## src/sar_seq_pkg.sv

```systemverilog
// shared constants and carrier types for the conversion sequencer
package sar_seq_pkg;
  // resolution and code points
  localparam int          RES_BITS      = 20;
  localparam logic [19:0] CODE_POS_FS   = 20'h7ffff;  // most positive code
  localparam logic [19:0] CODE_NEG_FS   = 20'h80000;  // most negative code
  localparam logic [19:0] CODE_MSB      = 20'h80000;  // first trial weight
  localparam logic [19:0] RESULT_RST    = 20'h00000;  // result after reset
  // internal conversion clock: one bit trial per period
  localparam int          CLK_PERIOD_NS = 10;
  localparam int          TRIAL_NS      = 30;
  localparam int          TRIAL_CYCLES  = (TRIAL_NS + CLK_PERIOD_NS - 1) / CLK_PERIOD_NS;
  // flag reset value: no overvoltage seen
  localparam logic        FLAG_N_RST    = 1'b1;

  // front end toward the core: comparator and range detectors
  typedef struct packed {
    logic comp_high;   // input above current trial level
    logic over_fs;     // input above positive full scale
    logic under_fs;    // input below negative full scale
  } afe_in_t;

  // core toward the front end: hold switch, span and trial code
  typedef struct packed {
    logic        hold;       // high: sample held, arrays off the inputs
    logic        span_comp;  // high: reference scaled to 0.8
    logic [19:0] dac_code;   // offset-binary trial code for the array
  } afe_ctrl_t;
endpackage

```

## src/sync3.sv

```systemverilog
// three-stage synchroniser with agreement filter on the last two stages
`timescale 1ns/1ps
module sync3 #(
  parameter logic RST_VAL = 1'b0  // level shown during reset
) (
  // clock and reset
  input  wire logic clk,
  input  wire logic rst_b,
  // async level in, filtered level out
  input  wire logic d_async,
  output logic      q
);
  logic s1;       // first stage, read by s2 only
  logic s2;       // second stage
  logic s3;       // third stage
  logic next_q;   // filtered level

  // accept a change only when stages two and three agree
  always_comb begin
    next_q = q;
    if (s2 == s3) begin
      next_q = s3;
    end
  end

  // register the chain
  always_ff @(posedge clk) begin
    if (!rst_b) begin
      s1 <= RST_VAL;
      s2 <= RST_VAL;
      s3 <= RST_VAL;
      q  <= RST_VAL;
    end else begin
      s1 <= d_async;
      s2 <= s1;
      s3 <= s2;
      q  <= next_q;
    end
  end
endmodule

```

## src/sar_conversion_sequencer.sv

```systemverilog
// successive-approximation conversion sequencer with overvoltage flag
`timescale 1ns/1ps
module sar_conversion_sequencer
  import sar_seq_pkg::*;
#(
  parameter int TRIAL_CYC = TRIAL_CYCLES  // core clocks per bit trial
) (
  // clock and reset
  input  wire logic       CORE_CLK,
  input  wire logic       RST_B,
  // host control pins
  input  wire logic       CONVERT_START,
  input  wire logic       SPAN_COMPRESS,
  input  wire logic       CFG_READ,
  // analog front end
  input  wire afe_in_t    AFE_IN,
  input  wire logic       CLAMP_ACTIVE,
  output afe_ctrl_t       AFE_CTRL,
  // results and status
  output logic [19:0]     RESULT,
  output logic            BUSY,
  output logic            DONE,
  output logic            OVERVOLTAGE_FLAG_N
);
  // sequencer states, one-hot
  typedef enum logic [2:0] {
    ST_ACQUIRE = 3'b001,
    ST_CONVERT = 3'b010,
    ST_FINISH  = 3'b100
  } seq_state_t;

  localparam int TICK_W = $clog2(TRIAL_CYC + 1);

  seq_state_t        state, next_state;       // sequencer state
  logic [4:0]        bit_idx, next_bit_idx;   // weight under trial
  logic [TICK_W-1:0] tick, next_tick;         // internal conversion clock
  logic [19:0]       sar, next_sar;           // kept bits, offset binary
  logic [19:0]       result, next_result;     // held output code
  logic              done, next_done;         // completion pulse
  logic              span_lat, next_span_lat; // span for this sample
  logic              flag_n, next_flag_n;     // sticky flag, active low
  logic              start_f;                 // filtered start level
  logic              start_d;                 // previous filtered level
  logic              clamp_f;                 // filtered clamp level
  logic              start_rise;              // start edge seen

  // trial code: kept bits plus the weight under test
  function automatic logic [19:0] trial_code(input logic [19:0] s, input logic [4:0] i);
    trial_code = s | (20'h00001 << i);
  endfunction

  // offset binary to two's complement with range saturation
  function automatic logic [19:0] to_code(input logic [19:0] s, input logic over,
                                          input logic under);
    if (over) begin
      to_code = CODE_POS_FS;
    end else if (under) begin
      to_code = CODE_NEG_FS;
    end else begin
      to_code = s ^ CODE_MSB;
    end
  endfunction

  // pin synchronisers
  sync3 #(.RST_VAL(1'b0)) u_start_sync (
    .clk     (CORE_CLK),
    .rst_b   (RST_B),
    .d_async (CONVERT_START),
    .q       (start_f)
  );
  sync3 #(.RST_VAL(1'b0)) u_clamp_sync (
    .clk     (CORE_CLK),
    .rst_b   (RST_B),
    .d_async (CLAMP_ACTIVE),
    .q       (clamp_f)
  );

  assign start_rise = start_f && !start_d;

  // conversion sequencer next state
  always_comb begin
    next_state    = state;
    next_bit_idx  = bit_idx;
    next_tick     = tick;
    next_sar      = sar;
    next_result   = result;
    next_done     = 1'b0;
    next_span_lat = span_lat;
    unique case (state)
      // tracking the input; edges elsewhere are ignored
      ST_ACQUIRE: begin
        if (start_rise) begin
          next_state    = ST_CONVERT;
          next_sar      = '0;          // fresh search, no old data
          next_bit_idx  = 5'(RES_BITS - 1);  // MSB first
          next_tick     = TICK_W'(TRIAL_CYC - 1);
          next_span_lat = SPAN_COMPRESS;
        end
      end
      // one trial per internal clock period
      ST_CONVERT: begin
        if (tick == '0) begin
          // keep the weight when the input is above the trial level
          if (AFE_IN.comp_high) begin
            next_sar = trial_code(sar, bit_idx);
          end
          next_tick = TICK_W'(TRIAL_CYC - 1);
          if (bit_idx == 5'd0) begin
            next_state = ST_FINISH;
          end else begin
            next_bit_idx = bit_idx - 5'd1;
          end
        end else begin
          next_tick = tick - TICK_W'(1);
        end
      end
      // form the code and flag completion
      ST_FINISH: begin
        next_result = to_code(sar, AFE_IN.over_fs, AFE_IN.under_fs);
        next_done   = 1'b1;
        next_state  = ST_ACQUIRE;
      end
    endcase
  end

  // overvoltage flag: set wins over read clear
  always_comb begin
    next_flag_n = flag_n;
    if (clamp_f) begin
      next_flag_n = 1'b0;
    end else if (CFG_READ) begin
      next_flag_n = 1'b1;  // read after condition ended
    end
  end

  // register all state
  always_ff @(posedge CORE_CLK) begin
    if (!RST_B) begin
      state    <= ST_ACQUIRE;
      bit_idx  <= 5'd0;
      tick     <= '0;
      sar      <= '0;
      result   <= RESULT_RST;
      done     <= 1'b0;
      span_lat <= 1'b0;
      flag_n   <= FLAG_N_RST;
      start_d  <= 1'b0;
    end else begin
      state    <= next_state;
      bit_idx  <= next_bit_idx;
      tick     <= next_tick;
      sar      <= next_sar;
      result   <= next_result;
      done     <= next_done;
      span_lat <= next_span_lat;
      flag_n   <= next_flag_n;
      start_d  <= start_f;
    end
  end

  // outputs
  assign AFE_CTRL.hold      = (state != ST_ACQUIRE);
  assign AFE_CTRL.span_comp = span_lat;
  assign AFE_CTRL.dac_code  = (state == ST_CONVERT) ? trial_code(sar, bit_idx) : sar;
  assign RESULT             = result;
  assign BUSY               = (state != ST_ACQUIRE);
  assign DONE               = done;
  assign OVERVOLTAGE_FLAG_N = flag_n;                 // host read only

  // checks
  // busy span follows the trial length this instance was built with
  localparam int CONV_LEN = RES_BITS * TRIAL_CYC + 1;
endmodule

```

## config.mk

```make
export PLATFORM = sky130hd
export DESIGN_NAME = sar_conversion_sequencer
export DESIGN_NICKNAME = d
export VERILOG_FILES = /design/src/sar_seq_pkg.sv /design/src/sync3.sv /design/src/sar_conversion_sequencer.sv
export SDC_FILE = /design/constraint.sdc
export NUM_CORES = 1
export LEC_CHECK = 0
export ABC_AREA = 1
export BUFFER_PORTS_ARGS = -buffer_cell sky130_fd_sc_hd__clkbuf_2
export CORE_MARGIN = 2
export CORE_UTILIZATION = 56
export DETAILED_ROUTE_END_ITERATION = 16
export GPL_TIMING_DRIVEN = 1
export PLACE_DENSITY = 0.8
export SLEW_MARGIN = 15
export SYNTH_ARGS = -nofsm -noshare
export SYNTH_HDL_FRONTEND = slang
export SYNTH_SLANG_ARGS = --single-unit
```

## constraint.sdc

```tcl
create_clock -name CORE_CLK -period 3.8 [get_ports CORE_CLK]
set_input_delay 0.38 -clock CORE_CLK [delete_from_list [all_inputs] [get_ports CORE_CLK]]
set_output_delay 0.38 -clock CORE_CLK [all_outputs]
set_load 0.03 [all_outputs]
```

==> impl_metrics.ini <==
[run_status]
status = finished, final reports clean

[yosys]
ys_types = 25
synth_area_leaders = dfxtp_1 (42%), nand2_1 (15%), a21oi_2 (6.0%), inv_1 (5.8%), nand3_1 (5.5%)
ys_top_cells_by_count = nand2_1 (116), dfxtp_1 (62), inv_1 (45)
post-synth-top-area-cell = dfxtp_1
synth_async_sr_flop_share = 0
ys_seq_area_frac = 0.425
ys.flop_type = dfxtp_1
syn-instance-count = 407
synth.cell_area_um2 = 2920
synth_edf_count = 0
synth_area_per_cell_um2 = 7.18
synth_warnings = 0
syn-num-nets = 424
yosysMostFrequentCell = nand2_1
synth.top_cell.area_share = 0.425
synth_seq_cells = 62

[power]
pwr_density_cell_nw_per_um2 = 625
peakVddDrop_mv = 0.541
p_leak_nw = 1.52

[clock_network]
cts-root-buf = clkbuf_8
post_cts_buffers = 0
cts.clk_slew.worst_paths_ns = 0.06
numCtsBuffers = 9
clockBufferDepth = 2
ctsHoldBuffers = 0
cts_resized = 0
insertion_delay_ns = 0.34
cts_tree = built
h-tree-depth = 3
cts_sinks = 62

[setup_path]
cp_max_fo = 20
path_class = reg -> out
crit_arrival_ns = 2.07
crit_chain = inv_2 -> nand2_1 -> nor2_2 -> buf_4 -> nand2_1 -> nand2_1 -> clkbuf_2
crit_required_ns = 3.42
cpMostUsedCell = nand2_1
crit_path_end_kind = output pin
start_kind = flip-flop
slowest_delay_ns = 0.63
critPathSlowestCell = nor2_2

[timing]
finalHoldViolCount = 0
skew_ns = 0.00863
min_period_over_period = 0.644
worst_slew_pin_slew_ns = 1.09
fmax_ghz = 0.408
rsz0062_at_grt = false
setup_slack_ns = 1.35
fin_setup_tns_ns = 0
post-route-min-period_ns = 2.45
setup_viol = 0
relSlewSlack = 0.270
slew_viol_final = 0

[grt]
grt_pass1_vias = 2414
grt_pass1_wl_mm = 10.6
grt_max_degree = 30
grt_usage = 0.227
antenna_found_initial = 0
grt_overflow = 0

[routing]
avgRoutedWirePerCell_um = 11.9
drtPass1Iterations = 5
viasPerCell = 4.93
first_iter_violations = 115
wl_mm = 6.23
drcViolationCount = 0
final_antenna_net_count = 0
vias = 2584

[run]
max-cap-violations = 0

[finish]
drive_gt1_frac = 0.218
layout.area.seq_um2 = 1240
multi_input_area_um2 = 1360
diodes = 0
fin_nets = 467
fill_cells = 480
syn2layout_area_growth_pct = 13.9

[placement]
gp_congestion = 0.819
place_ws_ns = 1.72
portBuffers = 53
dpl.hpwl_mm = 4.41

[floorplan]
die_h_um = 76.2
die_w_um = 76.2
coreArea_um2 = 5070
io_pins = 54
row_count = 26
start_util = 0.576
die_area_um2 = 5810

[hold_path]
min_path_type = in -> reg
[report_power, final]
part	switching, mW	total [mW]	internal (mW)
logic	0.568	0.766	0.198
clock network	0.233	0.539	0.305
registers	0.0559	0.776	0.720
total	0.858	2.08	1.22
[through the flow]
step | total power, mW | instance area (um^2) | util | hold WS [ns] | instances
after floorplan | 1.47 | 2920 | - | 0.390 | 407
after global placement | 1.53 | 3140 | 0.619 | 0.396 | 509
after detailed placement | 1.55 | 3140 | 0.619 | 0.405 | 509
after CTS | 2.09 | 3330 | 0.656 | 0.214 | 524
after global routing | 2.22 | 3330 | 0.656 | 0.220 | 524
final | 2.08 | 3330 | 0.656 | 0.224 | 524
[cells by family (layout without fill, tap and decap cells)]
family,after synthesis,after routing,share of synthesized area
flops,62,62,0.425
buf+inv,71,118,0.111
fa+ha+maj,8,8,0.0343
simple gates,192,192,0.275
compound gates,74,74,0.155
[per-layer routing]
layer  up-vias  global-route usage  routed length, um
met5         -                   0                  0
met4         0              0.0982                126
met3        13              0.0628                386
met2        79               0.388               3010
met1      1134               0.268               2710
li1       1358                   -                  -
[state kept, by name, summed over array words and instances (netlist names)]
| name | count |
|---|---|
| u_clamp_sync.s2 | 1 |
| RESULT | 20 |
| start_d | 1 |
| OVERVOLTAGE_FLAG_N | 1 |
| sar | 20 |
| u_start_sync.s1 | 1 |
| u_clamp_sync.s3 | 1 |
| DONE | 1 |
| bit_idx | 5 |
| u_clamp_sync.s1 | 1 |
| span_lat | 1 |
| tick | 2 |
| u_start_sync.s3 | 1 |
| state | 3 |
| u_start_sync.s2 | 1 |
| u_start_sync.q | 1 |
| u_clamp_sync.q | 1 |
[worst max-delay path, delay by kind of cell (launching register included)]
kind	cells	cell delay [ns]
DFF	1	0.35
buffers and inverters	3	0.56
and+or+nand+nor	4	0.81
[path summary, 6_finish.rpt]
kind | startpoint | end | slack [ns] | depth (start not counted)
worst max-delay path | state[0] | AFE_CTRL[11] | 1.35 | 7
worst min-delay path | CLAMP_ACTIVE | u_clamp_sync.s1 | 0.22 | 3
worst max register to register | state[0] | bit_idx[4] | 1.76 | 8
worst min register to register | u_start_sync.s1 | u_start_sync.s2 | 0.41 | 2
[placed cells by master, fill, tap and decap left out]
cell type and count:
a21oi_1 28, a21oi_2 20, a31oi_1 1, buf_4 1, clkbuf_1 2, clkbuf_2 53
clkbuf_8 13, clkinv_1 1, dfxtp_1 62, ha_1 8, inv_1 45, inv_2 3
nand2_1 116, nand2_2 2, nand2_4 2, nand3_1 32, nand3_2 1, nand4_1 1
nor2_1 34, nor2_2 2, nor3_2 1, o21ai_0 23, o21bai_1 1, o31ai_1 1
or2_2 1
[cell type report]
type | instances | area share
inverter | 49 | 0.0553
sequential | 62 | 0.373
multi-input combinational | 274 | 0.407
timing repair buffer | 54 | 0.0820
tap | 70 | 0.0263
clock buffer | 15 | 0.0560
Power figures use the tool's default switching activity.
